===== config.mk =====
export PLATFORM = sky130hd
export DESIGN_NAME = nic_ctrl
export DESIGN_NICKNAME = d
export VERILOG_FILES = /design/src/hw/nic_pkg.sv /design/src/hw/nic_arb_if.sv /design/src/hw/nic_arbiter.sv /design/src/hw/nic_ctrl.sv
export SDC_FILE = /design/constraint.sdc
export NUM_CORES = 1
export LEC_CHECK = 0
export ABC_AREA = 1
export BUFFER_PORTS_ARGS = -buffer_cell sky130_fd_sc_hd__buf_4
export CAP_MARGIN = 20
export CELL_PAD_IN_SITES_DETAIL_PLACEMENT = 1
export CELL_PAD_IN_SITES_GLOBAL_PLACEMENT = 1
export CORE_ASPECT_RATIO = 0.5
export CORE_UTILIZATION = 42
export DETAILED_ROUTE_END_ITERATION = 10
export GPL_ROUTABILITY_DRIVEN = 0
export GPL_TIMING_DRIVEN = 0
export HOLD_SLACK_MARGIN = 0.15
export PLACE_DENSITY_LB_ADDON = 0.1
export SLEW_MARGIN = 20
export SYNTH_ARGS = -nofsm -noshare
export SYNTH_HDL_FRONTEND = slang
export SYNTH_SLANG_ARGS = --single-unit

===== constraint.sdc =====
create_clock -name mclk -period 9.95 [get_ports mclk]
set_clock_uncertainty 0.15 [all_clocks]
set_input_delay 0.995 -clock mclk [delete_from_list [all_inputs] [get_ports mclk]]
set_output_delay 0.995 -clock mclk [all_outputs]
set_load 0.02 [all_outputs]

===== src/hw/nic_pkg.sv =====
/*
  Shared constants of the nested priority interrupt controller:
  register map, field positions, source numbering, timing counts.
  Assumes a 32-bit AXI4-Lite register port with byte addressing.
*/
package nic_pkg;
  localparam int NSRC = 7;
  localparam int IDXW = 3;
  localparam int PW   = 3;
  localparam int KW   = 6;
  localparam int VW   = 8;
  localparam int AW   = 8;
  localparam int DW   = 32;
  localparam int SRC_TMR  = 0;
  localparam int SRC_DMA0 = 1;
  localparam int SRC_DMA1 = 2;
  localparam int SRC_EXT0 = 3;
  localparam int SRC_EXT1 = 4;
  localparam int SRC_EXT2 = 5;
  localparam int SRC_EXT3 = 6;
  localparam logic [AW-1:0] OFF_EOI   = 8'h24;
  localparam logic [AW-1:0] OFF_ISR   = 8'h20;
  localparam logic [AW-1:0] OFF_IMASK = 8'h28;
  localparam logic [AW-1:0] OFF_STAT  = 8'h2C;
  localparam logic [AW-1:0] OFF_SMASK = 8'h30;
  localparam logic [AW-1:0] OFF_RELOC = 8'h34;
  localparam logic [AW-1:0] OFF_PEND  = 8'h38;
  localparam int CI_LSB  = 2;
  localparam int CF_PRIO = 0;
  localparam int CF_OFF  = 3;
  localparam int CF_CASC = 4;
  localparam int RELOC_SLAVE = 14;
  localparam int NST        = 3;
  localparam int ST_NMI     = 0;
  localparam int ST_VEC     = 1;
  localparam int ST_EOI_ERR = 2;
  localparam int SY_NMI = 0;
  localparam int SY_GEN = 1;
  localparam int SY_VEC = 5;
  localparam int SYW    = 13;
  localparam int CNTW   = 3;
  localparam logic [CNTW-1:0] ACK_LEN = 3'h6;
  localparam logic [CNTW-1:0] ACK_GAP = 3'h2;
  localparam logic [1:0] RESP_OKAY   = 2'h0;
  localparam logic [1:0] RESP_SLVERR = 2'h2;
  typedef enum logic [3:0] {
    ST_IDLE = 4'h1,
    ST_ACK1 = 4'h2,
    ST_GAP  = 4'h4,
    ST_ACK2 = 4'h8
  } nic_state_t;
endpackage


===== src/hw/nic_arb_if.sv =====
/*
  Request bundle between the controller and a priority resolver.
  Assumes keys are packed NSRC fields of KW bits, smaller key wins.
*/
interface nic_arb_if #(parameter int N = 7, parameter int KW = 6);
  logic [N-1:0]         req;
  logic [N*KW-1:0]      key;
  logic                 valid;
  logic [$clog2(N)-1:0] idx;
  logic [KW-1:0]        best;
  modport src (output req, output key, input valid, input idx, input best);
  modport arb (input req, input key, output valid, output idx, output best);
endinterface


===== src/hw/nic_arbiter.sv =====
/*
  Combinational priority resolver: picks the requesting entry with
  the smallest key. Assumes keys of distinct sources never tie.
*/
module nic_arbiter #(
  parameter int N  = 7,
  parameter int KW = 6
) (
  nic_arb_if.arb bus
);
  localparam int IW = $clog2(N);

  always_comb begin
    bus.valid = 1'b0;
    bus.idx   = '0;
    bus.best  = '0;
    for (int i = 0; i < N; i++) begin
      // Strictly smaller replaces, so equal keys keep the lower index
      if (bus.req[i] && (!bus.valid || bus.key[i*KW +: KW] < bus.best)) begin // RL11
        bus.valid = 1'b1; // RL13
        bus.idx   = IW'(i);
        bus.best  = bus.key[i*KW +: KW];
      end
    end
  end
endmodule


===== src/hw/nic_ctrl.sv =====
/*
  Nested priority interrupt controller, top level with AXI4-Lite
  registers, pin synchronisers, nesting logic and cascade acknowledge.
  Assumes the core pulses ack_core once per interrupt while irq_core
  is high, and that external pins are asynchronous to mclk.
*/
// The implementer's own choices: the register addresses and the AXI4-Lite register port.
// Overview of operation
// [RL1] Five external inputs: one non-maskable line and four general request pins.
// [RL2] General pins run direct, one cascade pair plus two direct, or two pairs.
// [RL3] A cascaded request takes its vector from the external controller.
// [RL4] Cascade acknowledge is two ack pulses; vector captured on the second.
// [RL5] Internal sources are handled the same way in every configuration.
// [RL6] Cascade mode bits live in the first and second external control registers.
// [RL7] Fully nested mode: four direct pins with internally made vectors.
// [RL8] An in-service flag blocks requests of lower priority from interrupting.
// [RL9] A source whose in-service flag is set cannot interrupt again.
// [RL10] Each control register holds a three bit priority level, 0 to 7.
// [RL11] Smaller priority value wins.
// [RL12] Sources reset to default levels; equal levels use a fixed order.
// [RL13] Among pending requests exactly one is chosen and offered to the core.
// [RL14] Higher priority requests may nest over a source still in service.
// [RL15] Internal sources blockable by own control bit or controller mask.
// [RL16] Relocation register bit 14 puts the controller into slave mode.
// [RL17] Default levels and tie order are design parameters.
// [RL18] Acknowledge sets the in-service flag; an end-of-interrupt write clears it.
module nic_ctrl
  import nic_pkg::*;
#(
  parameter logic [NSRC*PW-1:0] DEF_PRIO = 21'h1f_ffff, // RL17
  parameter logic [NSRC*PW-1:0] TIE_RANK = 21'h1a_c688, // RL17
  parameter logic [VW-1:0]      VEC_BASE = 8'h20,
  parameter logic [VW-1:0]      NMI_VEC  = 8'h02,
  parameter logic [VW-1:0]      SPUR_VEC = 8'hFF
) (
  input  wire logic          mclk,
  input  wire logic          rst,
  input  wire logic [AW-1:0] s_axi_awaddr,
  input  wire logic          s_axi_awvalid,
  output logic               s_axi_awready,
  input  wire logic [DW-1:0] s_axi_wdata,
  input  wire logic [3:0]    s_axi_wstrb,
  input  wire logic          s_axi_wvalid,
  output logic               s_axi_wready,
  output logic [1:0]         s_axi_bresp,
  output logic               s_axi_bvalid,
  input  wire logic          s_axi_bready,
  input  wire logic [AW-1:0] s_axi_araddr,
  input  wire logic          s_axi_arvalid,
  output logic               s_axi_arready,
  output logic [DW-1:0]      s_axi_rdata,
  output logic [1:0]         s_axi_rresp,
  output logic               s_axi_rvalid,
  input  wire logic          s_axi_rready,
  input  wire logic          tmr_req,
  input  wire logic [1:0]    dma_req,
  input  wire logic          nmi_pin,
  input  wire logic [3:0]    gen_pin_in,
  output logic [1:0]         gen_pin_out,
  output logic [1:0]         gen_pin_oe,
  input  wire logic [VW-1:0] casc_vec_pin,
  output logic               irq_core,
  input  wire logic          ack_core,
  output logic [VW-1:0]      vec_out,
  output logic               vec_valid,
  output logic               int_out
);
  logic [SYW-1:0]  s1, s2, s3, filt;
  logic            nmi_d, nmi_pend;
  logic [PW-1:0]   prio [NSRC];
  logic [NSRC-1:0] src_off, imask, is_flag, req_raw, elig;
  logic [1:0]      casc;
  logic            slave;
  logic [NST-1:0]  stat, smask, ev;
  nic_state_t      state;
  logic [CNTW-1:0] cnt;
  logic            pair;
  logic            aw_hold, w_hold;
  logic [AW-1:0]   aw_a;
  logic [DW-1:0]   w_d;
  logic [3:0]      w_s;
  logic            wr_fire, grant, casc_sel, take, ack_act;
  logic [DW-1:0]   bm, w_new, w_one;
  logic [NSRC-1:0] is_set, is_clr;
  logic            nmi_f;
  logic [3:0]      gen_f;
  logic [VW-1:0]   cvec_f;
  logic [PW-1:0]   win_lvl, is_lvl;

  nic_arb_if #(.N(NSRC), .KW(KW)) pend_bus ();
  nic_arb_if #(.N(NSRC), .KW(KW)) is_bus ();

  nic_arbiter #(.N(NSRC), .KW(KW)) u_pend (.bus(pend_bus.arb));
  nic_arbiter #(.N(NSRC), .KW(KW)) u_insvc (.bus(is_bus.arb));

  // Pin synchroniser; a bit changes only once stages two and three agree
  always_ff @(posedge mclk) begin
    if (rst) begin
      s1   <= '0;
      s2   <= '0;
      s3   <= '0;
      filt <= '0;
    end else begin
      s1   <= {casc_vec_pin, gen_pin_in, nmi_pin};
      s2   <= s1;
      s3   <= s2;
      filt <= ((s2 ~^ s3) & s2) | ((s2 ^ s3) & filt);
    end
  end

  assign nmi_f  = filt[SY_NMI];
  assign gen_f  = filt[SY_GEN +: 4];
  assign cvec_f = filt[SY_VEC +: VW];

  // Pins that serve as ack outputs in cascade mode never raise requests
  always_comb begin
    req_raw           = '0;
    req_raw[SRC_TMR]  = tmr_req;
    req_raw[SRC_DMA0] = dma_req[0];
    req_raw[SRC_DMA1] = dma_req[1];
    if (!slave) begin // RL16
      req_raw[SRC_EXT0] = gen_f[0]; // RL7
      req_raw[SRC_EXT1] = gen_f[1];
      req_raw[SRC_EXT2] = gen_f[2] & ~casc[0]; // RL2
      req_raw[SRC_EXT3] = gen_f[3] & ~casc[1]; // RL2
    end
  end

  // Same masking path for every source, whatever the pin configuration
  assign elig = req_raw & ~src_off & ~imask & ~is_flag; // RL5 RL9 RL15

  always_comb begin
    for (int i = 0; i < NSRC; i++) begin
      pend_bus.key[i*KW +: KW] = {prio[i], TIE_RANK[i*PW +: PW]}; // RL12
    end
  end
  assign pend_bus.req = elig; // RL13
  assign is_bus.key   = pend_bus.key;
  assign is_bus.req   = is_flag;

  assign win_lvl = pend_bus.best[KW-1 -: PW];
  assign is_lvl  = is_bus.best[KW-1 -: PW];

  // Only a strictly better level nests over what is in service
  assign grant = pend_bus.valid && (!is_bus.valid || win_lvl < is_lvl); // RL8 RL14

  assign casc_sel = (pend_bus.idx == IDXW'(SRC_EXT0) && casc[0]) ||
                    (pend_bus.idx == IDXW'(SRC_EXT1) && casc[1]); // RL3
  assign take     = state == ST_IDLE && ack_core && !nmi_pend && grant;
  assign ack_act  = |gen_pin_out;

  // Acknowledge sequencer
  always_ff @(posedge mclk) begin
    if (rst) begin
      state       <= ST_IDLE;
      cnt         <= '0;
      pair        <= 1'b0;
      gen_pin_out <= '0;
      vec_out     <= '0;
      vec_valid   <= 1'b0;
    end else begin
      vec_valid <= 1'b0;
      unique case (state)
        ST_IDLE: begin
          if (ack_core) begin
            if (nmi_pend) begin
              vec_out   <= NMI_VEC; // RL1
              vec_valid <= 1'b1;
            end else if (grant && casc_sel) begin
              state             <= ST_ACK1; // RL4
              cnt               <= '0;
              pair              <= pend_bus.idx == IDXW'(SRC_EXT1);
              gen_pin_out[pend_bus.idx == IDXW'(SRC_EXT1)] <= 1'b1;
            end else if (grant) begin
              vec_out   <= VEC_BASE + VW'(pend_bus.idx); // RL7
              vec_valid <= 1'b1;
            end else begin
              vec_out   <= SPUR_VEC;
              vec_valid <= 1'b1;
            end
          end
        end
        ST_ACK1: begin
          cnt <= cnt + 1'b1;
          if (cnt == ACK_LEN - 1'b1) begin
            state             <= ST_GAP;
            cnt               <= '0;
            gen_pin_out[pair] <= 1'b0;
          end
        end
        ST_GAP: begin
          cnt <= cnt + 1'b1;
          if (cnt == ACK_GAP - 1'b1) begin
            state             <= ST_ACK2;
            cnt               <= '0;
            gen_pin_out[pair] <= 1'b1; // RL4
          end
        end
        ST_ACK2: begin
          cnt <= cnt + 1'b1;
          if (cnt == ACK_LEN - 1'b1) begin
            state             <= ST_IDLE;
            cnt               <= '0;
            gen_pin_out[pair] <= 1'b0;
            vec_out           <= cvec_f; // RL3 RL4
            vec_valid         <= 1'b1;
          end
        end
      endcase
    end
  end

  // Drops as soon as the core acknowledges, so one ack per request
  always_ff @(posedge mclk) begin
    if (rst) begin
      irq_core <= 1'b0;
    end else begin
      irq_core <= state == ST_IDLE && !ack_core && (nmi_pend || grant); // RL13
    end
  end

  always_ff @(posedge mclk) begin
    if (rst) begin
      gen_pin_oe <= '0;
    end else begin
      gen_pin_oe <= casc & {2{~slave}}; // RL2 RL6
    end
  end

  // Edge on the unmaskable line; a new edge wins over delivery
  always_ff @(posedge mclk) begin
    if (rst) begin
      nmi_d    <= 1'b0;
      nmi_pend <= 1'b0;
    end else begin
      nmi_d <= nmi_f;
      if (nmi_f && !nmi_d) begin
        nmi_pend <= 1'b1; // RL1
      end else if (state == ST_IDLE && ack_core) begin
        nmi_pend <= 1'b0;
      end
    end
  end

  // AXI4-Lite write side: address and data taken in either order
  assign wr_fire = aw_hold && w_hold && !s_axi_bvalid;

  function automatic logic [DW-1:0] reg_rd(input logic [AW-1:0] a);
    logic [DW-1:0]   r;
    logic [IDXW-1:0] i;
    r = '0;
    i = a[CI_LSB +: IDXW];
    if (a[AW-1:CI_LSB] < (AW-CI_LSB)'(NSRC)) begin
      r[CF_PRIO +: PW] = prio[i];
      r[CF_OFF]        = src_off[i];
      if (i == IDXW'(SRC_EXT0)) r[CF_CASC] = casc[0];
      if (i == IDXW'(SRC_EXT1)) r[CF_CASC] = casc[1];
    end else begin
      case (a)
        OFF_ISR:   r[NSRC-1:0]  = is_flag;
        OFF_IMASK: r[NSRC-1:0]  = imask;
        OFF_STAT:  r[NST-1:0]   = stat;
        OFF_SMASK: r[NST-1:0]   = smask;
        OFF_RELOC: r[RELOC_SLAVE] = slave;
        OFF_PEND:  r[NSRC-1:0]  = req_raw;
        default:   r = '0;
      endcase
    end
    return r;
  endfunction

  function automatic logic mapped(input logic [AW-1:0] a);
    return a[1:0] == 2'h0 && (a[AW-1:CI_LSB] < (AW-CI_LSB)'(NSRC) ||
           a == OFF_ISR || a == OFF_EOI || a == OFF_IMASK || a == OFF_STAT ||
           a == OFF_SMASK || a == OFF_RELOC || a == OFF_PEND);
  endfunction

  always_comb begin
    for (int b = 0; b < 4; b++) begin
      bm[b*8 +: 8] = {8{w_s[b]}};
    end
    w_new = (reg_rd(aw_a) & ~bm) | (w_d & bm);
    w_one = w_d & bm;
  end

  always_ff @(posedge mclk) begin
    if (rst) begin
      aw_hold       <= 1'b0;
      w_hold        <= 1'b0;
      aw_a          <= '0;
      w_d           <= '0;
      w_s           <= '0;
      s_axi_awready <= 1'b0;
      s_axi_wready  <= 1'b0;
      s_axi_bvalid  <= 1'b0;
      s_axi_bresp   <= RESP_OKAY;
    end else begin
      s_axi_awready <= !aw_hold && !(s_axi_awvalid && s_axi_awready) || wr_fire;
      s_axi_wready  <= !w_hold && !(s_axi_wvalid && s_axi_wready) || wr_fire;
      if (s_axi_awvalid && s_axi_awready) begin
        aw_hold <= 1'b1;
        aw_a    <= s_axi_awaddr;
      end
      if (s_axi_wvalid && s_axi_wready) begin
        w_hold <= 1'b1;
        w_d    <= s_axi_wdata;
        w_s    <= s_axi_wstrb;
      end
      if (wr_fire) begin
        aw_hold      <= 1'b0;
        w_hold       <= 1'b0;
        s_axi_bvalid <= 1'b1;
        s_axi_bresp  <= mapped(aw_a) ? RESP_OKAY : RESP_SLVERR;
      end else if (s_axi_bvalid && s_axi_bready) begin
        s_axi_bvalid <= 1'b0;
      end
    end
  end

  // Configuration registers
  always_ff @(posedge mclk) begin
    if (rst) begin
      for (int i = 0; i < NSRC; i++) begin
        prio[i] <= DEF_PRIO[i*PW +: PW]; // RL12
      end
      src_off <= '0;
      casc    <= '0;
      imask   <= '0;
      smask   <= '0;
      slave   <= 1'b0;
    end else if (wr_fire && mapped(aw_a)) begin
      if (aw_a[AW-1:CI_LSB] < (AW-CI_LSB)'(NSRC)) begin
        prio[aw_a[CI_LSB +: IDXW]]    <= w_new[CF_PRIO +: PW]; // RL10
        src_off[aw_a[CI_LSB +: IDXW]] <= w_new[CF_OFF]; // RL15
        if (aw_a[CI_LSB +: IDXW] == IDXW'(SRC_EXT0)) casc[0] <= w_new[CF_CASC]; // RL6
        if (aw_a[CI_LSB +: IDXW] == IDXW'(SRC_EXT1)) casc[1] <= w_new[CF_CASC]; // RL6
      end
      if (aw_a == OFF_IMASK) imask <= w_new[NSRC-1:0]; // RL15
      if (aw_a == OFF_SMASK) smask <= w_new[NST-1:0];
      if (aw_a == OFF_RELOC) slave <= w_new[RELOC_SLAVE]; // RL16
    end
  end

  // In-service flags; a fresh acknowledge wins over an end-of-interrupt
  always_comb begin
    is_set = '0;
    if (take) is_set[pend_bus.idx] = 1'b1; // RL18
    is_clr = (wr_fire && aw_a == OFF_EOI) ? w_one[NSRC-1:0] : '0;
  end

  always_ff @(posedge mclk) begin
    if (rst) begin
      is_flag <= '0;
    end else begin
      is_flag <= (is_flag & ~is_clr) | is_set; // RL18
    end
  end

  // Sticky event status, write one to clear, set beats clear
  always_comb begin
    ev             = '0;
    ev[ST_NMI]     = nmi_f && !nmi_d;
    ev[ST_VEC]     = vec_valid;
    ev[ST_EOI_ERR] = |(is_clr & ~is_flag);
  end

  always_ff @(posedge mclk) begin
    if (rst) begin
      stat    <= '0;
      int_out <= 1'b0;
    end else begin
      if (wr_fire && aw_a == OFF_STAT) begin
        stat <= (stat & ~w_one[NST-1:0]) | ev;
      end else begin
        stat <= stat | ev;
      end
      int_out <= |(stat & smask);
    end
  end

  // AXI4-Lite read side, one read at a time
  always_ff @(posedge mclk) begin
    if (rst) begin
      s_axi_arready <= 1'b0;
      s_axi_rvalid  <= 1'b0;
      s_axi_rdata   <= '0;
      s_axi_rresp   <= RESP_OKAY;
    end else begin
      if (s_axi_arvalid && s_axi_arready) begin
        s_axi_arready <= 1'b0;
        s_axi_rvalid  <= 1'b1;
        s_axi_rdata   <= mapped(s_axi_araddr) ? reg_rd(s_axi_araddr) : '0;
        s_axi_rresp   <= mapped(s_axi_araddr) ? RESP_OKAY : RESP_SLVERR;
      end else if (s_axi_rvalid && s_axi_rready) begin
        s_axi_rvalid  <= 1'b0;
        s_axi_arready <= 1'b1;
      end else if (!s_axi_rvalid) begin
        s_axi_arready <= 1'b1;
      end
    end
  end
endmodule


==> impl_metrics.toml, run 1 <==
[setup_path]
r2r_slack_ps = 1160
ff2ff_path_depth = 55
required_ps = 10130
crit_fanout = 9
cp_slowest_cell = "ha_1"
critical_path_class = "in2reg"
r2r-end = "vec_out[0]"
worst_setup_path_start_kind = "input port"
worstPathArrival_ps = 9290
end_kind = "flop"
cpMostUsedCell = "nand2_1"
timing.rr.start = "imask[0]"
critPathMaxStageDelay_ps = 330

[placed_design]
io_buffers = 78
hpwl_um = 23400
place_inst = 1608

[power]
power_w = 0.00200
vdd_drop_max_uv = 97.0
powerDensity_nw_per_um2 = 189
p_leak_nw = 4.79

[clocking]
cts-root-buf = "clkbuf_16"
cts_tree = "built"
cts_buffer_depth = 2
cts-hold-fix-buffers = 0
htreeDepth = 4
numCtsBuffers = 17
clock-sinks = 169
clk_pin_slew_ps = 70
insertion_delay_ps = 440

[drt]
vias_per_cell = 5.34
vias = 8769
drt_iter0_markers = 576
drt_pre_antenna_iters = 5
wirelength_um = 29600
remaining_drc_errors = 0
ant_nets = 0
routedWlPerCell_um = 18.1

[grt]
grt_usage_pct = 27.6
grt_pass1_wl_um = 46800
met3_usage_pct = 5.60
grt_busiest_layer = "met2"
grtUsageMet1_pct = 35.4
grt_max_degree = 19
grt_pass1_vias = 8883
grt_util_met2_pct = 47.3
grt-ovfl-total = 0
antenna_found_initial = 0

[sta]
setup_violations = 0
worst_slew_pin_slew_ps = 892
finalHoldViolCount = 0
layout_min_cycle_time_ps = 9110
slew_headroom_pct = 40.0
period_share_pct = 91.6
fmax_ghz = 0.110
slew_viol_final = 0

[floorplan]
num_rows = 37
coreArea_um2 = 20700
io_pins = 132
start_util_pct = 43.2
fp.dieH_um = 105
dieArea_um2 = 21900
die_w_um = 208

[layout]
seqCellArea_um2 = 3590
final_nets = 1474
multi_input_area_um2 = 4470
area_growth_pct = 18.4
antenna_cells = 0
layout-drive-gt1-share_pct = 13.5
nFillCells = 2647
fin_cells = 1641

[logic_synthesis]
ys_types = 49
yosysWarningCount = 0
syn_inst = 1229
synth_area_um2 = 8950
synth-edff-count = 21
ys.flop_type = "dfxtp_1"
seq_area_frac_synth_pct = 40.2
avgSynthCellArea_um2 = 7.28
synthArstFlopShare_pct = 0
ys_seq_elements = 169

[min_path]
hold_end = "s2[0]"
hold_depth = 2
timing.hold.worst.start = "s1[0]"
hold_path.class = "reg2reg"

[run]
maxCapViolCount = 0

[status]
outcome = "finished clean"
worst max-delay path by stage:
| stage | slack [ps] | end | from | cells after the start |
|---|---|---|---|---|
| after detailed placement | -150 | pair | tmr_req | 57 |
| after CTS | 270 | pair | tmr_req | 57 |
| after global placement | 80 | is_bus.req[0] | tmr_req | 53 |
| after floorplan | 1830 | pair | tmr_req | 54 |
| final | 840 | vec_out[0] | tmr_req | 57 |
| after global routing | -7 | is_bus.req[0] | tmr_req | 58 |
cell type report:
cell class	instances	area share, %
clock buffers	18	4.15
well taps	273	3.23
flip-flops and latches	169	33.9
inverters	180	6.46
plain buffers	55	3.00
multi-input cells	853	42.2
repair buffers	79	5.60
clock inverters	14	1.41
metrics by stage:
step           hold slack [ps]  setup TNS, ps  setup slack [ps]  cell area (um^2)  util (%)
6_report                   257              0               841             10600      51.2
5_1_grt                    275          -7.20             -7.20             10600      51.2
4_1_cts                    260              0               274             10600      51.1
3_5_place_dp               248          -1650              -147              9980      48.2
3_3_place_gp               241              0              80.8              9980      48.2
2_1_floorplan              238              0              1830              9050         -
synth_stat cells, types with 2 or more instances:
| cell | n | area (um^2) |
|---|---|---|
| a21oi_1 | 88 | 440 |
| a221oi_1 | 8 | 70.1 |
| a22o_1 | 2 | 17.5 |
| a311oi_1 | 3 | 26.3 |
| a32oi_1 | 2 | 17.5 |
| and2_1 | 3 | 18.8 |
| buf_1 | 2 | 7.51 |
| buf_2 | 2 | 10.0 |
| buf_4 | 27 | 203 |
| clkbuf_1 | 23 | 86.3 |
| dfxtp_1 | 148 | 2960 |
| edfxtp_1 | 21 | 631 |
| ha_1 | 43 | 538 |
| inv_1 | 170 | 638 |
| inv_2 | 8 | 30.0 |
| nand2_1 | 209 | 785 |
| nand2_2 | 12 | 75.1 |
| nand2_4 | 8 | 90.1 |
| nand3_1 | 63 | 315 |
| nand3_2 | 2 | 20.0 |
| nand4_1 | 7 | 43.8 |
| nor2_1 | 172 | 646 |
| nor3_1 | 11 | 55.1 |
| nor4_1 | 6 | 37.5 |
| nor4_4 | 2 | 42.5 |
| o2111ai_1 | 3 | 26.3 |
| o211ai_1 | 11 | 82.6 |
| o21a_1 | 9 | 67.6 |
| o21ai_0 | 95 | 475 |
| o21ai_1 | 16 | 80.1 |
| o221ai_1 | 15 | 131 |
| o22ai_1 | 18 | 113 |
| o311ai_0 | 2 | 17.5 |
| o31ai_1 | 2 | 15.0 |
| or2_2 | 2 | 12.5 |
worst max-delay path, delay by kind of cell:
kind                     cells  cell delay (ps)
AO/OA/AOI/OAI               13             2160
adder cells (fa/ha/maj)      7             2060
buffers and inverters        6              680
AND/OR/NAND/NOR             31             3380
what timing repair did:
item / CTS / global route
buffers inserted: 0 / 1
gates resized for setup: 0 / 8
endpoints found under the setup margin: 0 / 27
routing by layer:
layer / part of all wire, % / routed length (um)
met5: 0 / 0
met4: 1.0 / 306
met3: 6.2 / 1850
met2: 47 / 14000
met1: 45 / 13400
state kept, by name (all words and copies together) (netlist names), 2 cells and up, named ones only:
register and cells:
imask 7, src_off 7, s_axi_rdata 8, s1 13, prio 24, w_d 8
s2 13, aw_a 8, gen_pin_oe 2, state 4, w_s 2, smask 3
s3 13, gen_pin_out 2, filt 13, stat 3, cnt 3, casc 2
vec_out 8, is_bus.req 7
cells in the final DEF, fill, tap and decap left out, types with 23 or more instances in the layout:
cell type,n
nand2_1,208
inv_1,169
clkbuf_1,23
o21ai_0,90
dfxtp_1,148
nand3_1,63
conb_1,29
a21oi_1,88
nor2_1,172
ha_1,43
buf_4,106
kinds of logic after synthesis:
family,synth area share [%]
other,0.0419
DFF,40.2
buffers and inverters,11.1
and+or+nand+nor,24.6
xor gates and xnor gates,0.0979
adders and majority gates,6.01
AOI/OAI and AO/OA,17.9
power by group:
part | leakage, nW | internal [W] | switching (W)
registers | 1.35 | 0.000732 | 0.0000276
clock network | 0.291 | 0.000343 | 0.000320
logic | 3.15 | 0.000202 | 0.000373
total | 4.79 | 0.00128 | 0.000721
(Power assumes the default switching activity.)
==> run 2: changes to the inputs <==
BUFFER_PORTS_ARGS = unset   (was -buffer_cell sky130_fd_sc_hd__buf_4)
CORE_UTILIZATION = 46   (was 42)
DONT_BUFFER_PORTS = 1   (was unset)
PLACE_DENSITY_LB_ADDON = 0.05   (was 0.1)
==> impl_metrics.toml, run 2 (synthesized netlist as in run 1, its figures left out) <==
[setup_path]
cp_slowest_cell = "ha_1"
cpMostUsedCell = "nand2_1"
worst_setup_path_start_kind = "input port"
critical_path_class = "in2reg"
cp-startpoint = "tmr_req"
worstPathArrival_ps = 9400
critPathMaxStageDelay_ps = 310
crit_fanout = 9
ff2ff_path_depth = 56
end_kind = "flop"
required_ps = 10090
timing.rr.start = "imask[0]"

[sta]
finalHoldViolCount = 0
setup_violations = 0
layout_min_cycle_time_ps = 9260
worst_slew_pin_slew_ps = 853
fin_tns_setup_ps = 0
rsz0062_at_grt = "no"
fmax_ghz = 0.108
period_share_pct = 93.1
slew_headroom_pct = 43.1
slew_viol_final = 0

[drt]
drt_iter0_markers = 559
drt_pre_antenna_iters = 5
routedWlPerCell_um = 18.9
remaining_drc_errors = 0
vias_per_cell = 5.58
vias = 8647
wirelength_um = 29200
ant_nets = 0

[grt]
grt_pass1_vias = 8704
grt_usage_pct = 30.1
grt_pass1_wl_um = 46200
grt_max_degree = 18
antenna_found_initial = 2
grt-ovfl-total = 0

[clocking]
cts_buffer_depth = 2
cts-root-buf = "clkbuf_16"
insertion_delay_ps = 430
numCtsBuffers = 17
cts_tree = "built"
htreeDepth = 4
clk_pin_slew_ps = 70
cts-hold-fix-buffers = 0
clock-sinks = 169

[layout]
final_common_cell = "nand2_1"
seqCellArea_um2 = 3590
final_nets = 1395
mostFrequentLayoutCells = "nand2_1, nor2_1, inv_1"
regMostFlops = "prio"
layout-drive-gt1-share_pct = 8.15
nFillCells = 2485
multi_input_area_um2 = 4470
utilization_pct = 53.3
largest_reg_flops = 24
area_growth_pct = 11.4

[min_path]
hold_path.class = "reg2reg"
hold_depth = 2
timing.hold.worst.start = "s1[11]"

[floorplan]
start_util_pct = 47.9
die_w_um = 199
dieArea_um2 = 20000
io_pins = 132
coreArea_um2 = 18700
fp.dieH_um = 101
num_rows = 35

[placed_design]
hpwl_um = 22700
io_buffers = 0

[power]
powerDensity_nw_per_um2 = 196
vdd_drop_max_uv = 128
power_w = 0.00196
p_leak_nw = 4.38

[status]
outcome = "finished clean"

[run]
maxCapViolCount = 0
[run 2: cell types whose count changed in the layout (fill, tap and decap cells not counted), sizes merged]
| cell | change |
|---|---|
| clkinvlp | +2 |
| diode | +1 |
| clkinv | -3 |
| buf | -79 |
| clkbuf | +1 |
[run 2: power by group]
group          switching (W)  internal (W)
clock network       0.000310      0.000346
registers          0.0000494      0.000732
logic               0.000349      0.000170
total               0.000708       0.00125
[run 2: metal layers]
metal	vias to the layer above	global-route usage [%]	routed length, um
met5	-	0	8
li1	4122	-	-
met1	4193	38.5	12800
met3	46	6.79	2140
met2	284	51.1	13800
met4	2	8.40	538
[run 2: repair_timing]
action | CTS | global route
setup endpoints to repair | 0 | 26
buffers inserted | 0 | 0
resized for setup | 0 | 6
[run 2: per-stage QoR]
| step | hold WS, ps | instances | cell area [um^2] | setup WS, ps |
|---|---|---|---|---|
| 2_1_floorplan | 238 | 1257 | 9050 | 1830 |
| 3_3_place_gp | 239 | 1516 | 9380 | 265 |
| 3_5_place_dp | 245 | 1516 | 9380 | -35.8 |
| 4_1_cts | 256 | 1548 | 9950 | 358 |
| 5_1_grt | 271 | 1548 | 9970 | 6.43 |
| 6_report | 254 | 1549 | 9970 | 688 |
[run 2: worst paths after layout]
check             slack [ps]      to
hold reg to reg          250  s2[11]
setup reg to reg         930    pair
setup / recovery         690    pair
hold / removal           250  s2[11]
[run 2: worst max-delay path: cells and delay by family]
family                   cells  cell delay, ps
AO/OA/AOI/OAI               13            2290
buffers and inverters        6             730
AND/OR/NAND/NOR             31            3300
adder cells (fa/ha/maj)      7            2070
[run 2: final cells by class]
class                   count  area share (%)
multi-input cells         853            44.9
flip-flops and latches    169            36.0
inverters                 180            6.86
clock buffers              19            4.55
well taps                 259            3.25
plain buffers              55            3.19
clock inverters            13            1.23
diodes                      1          0.0251
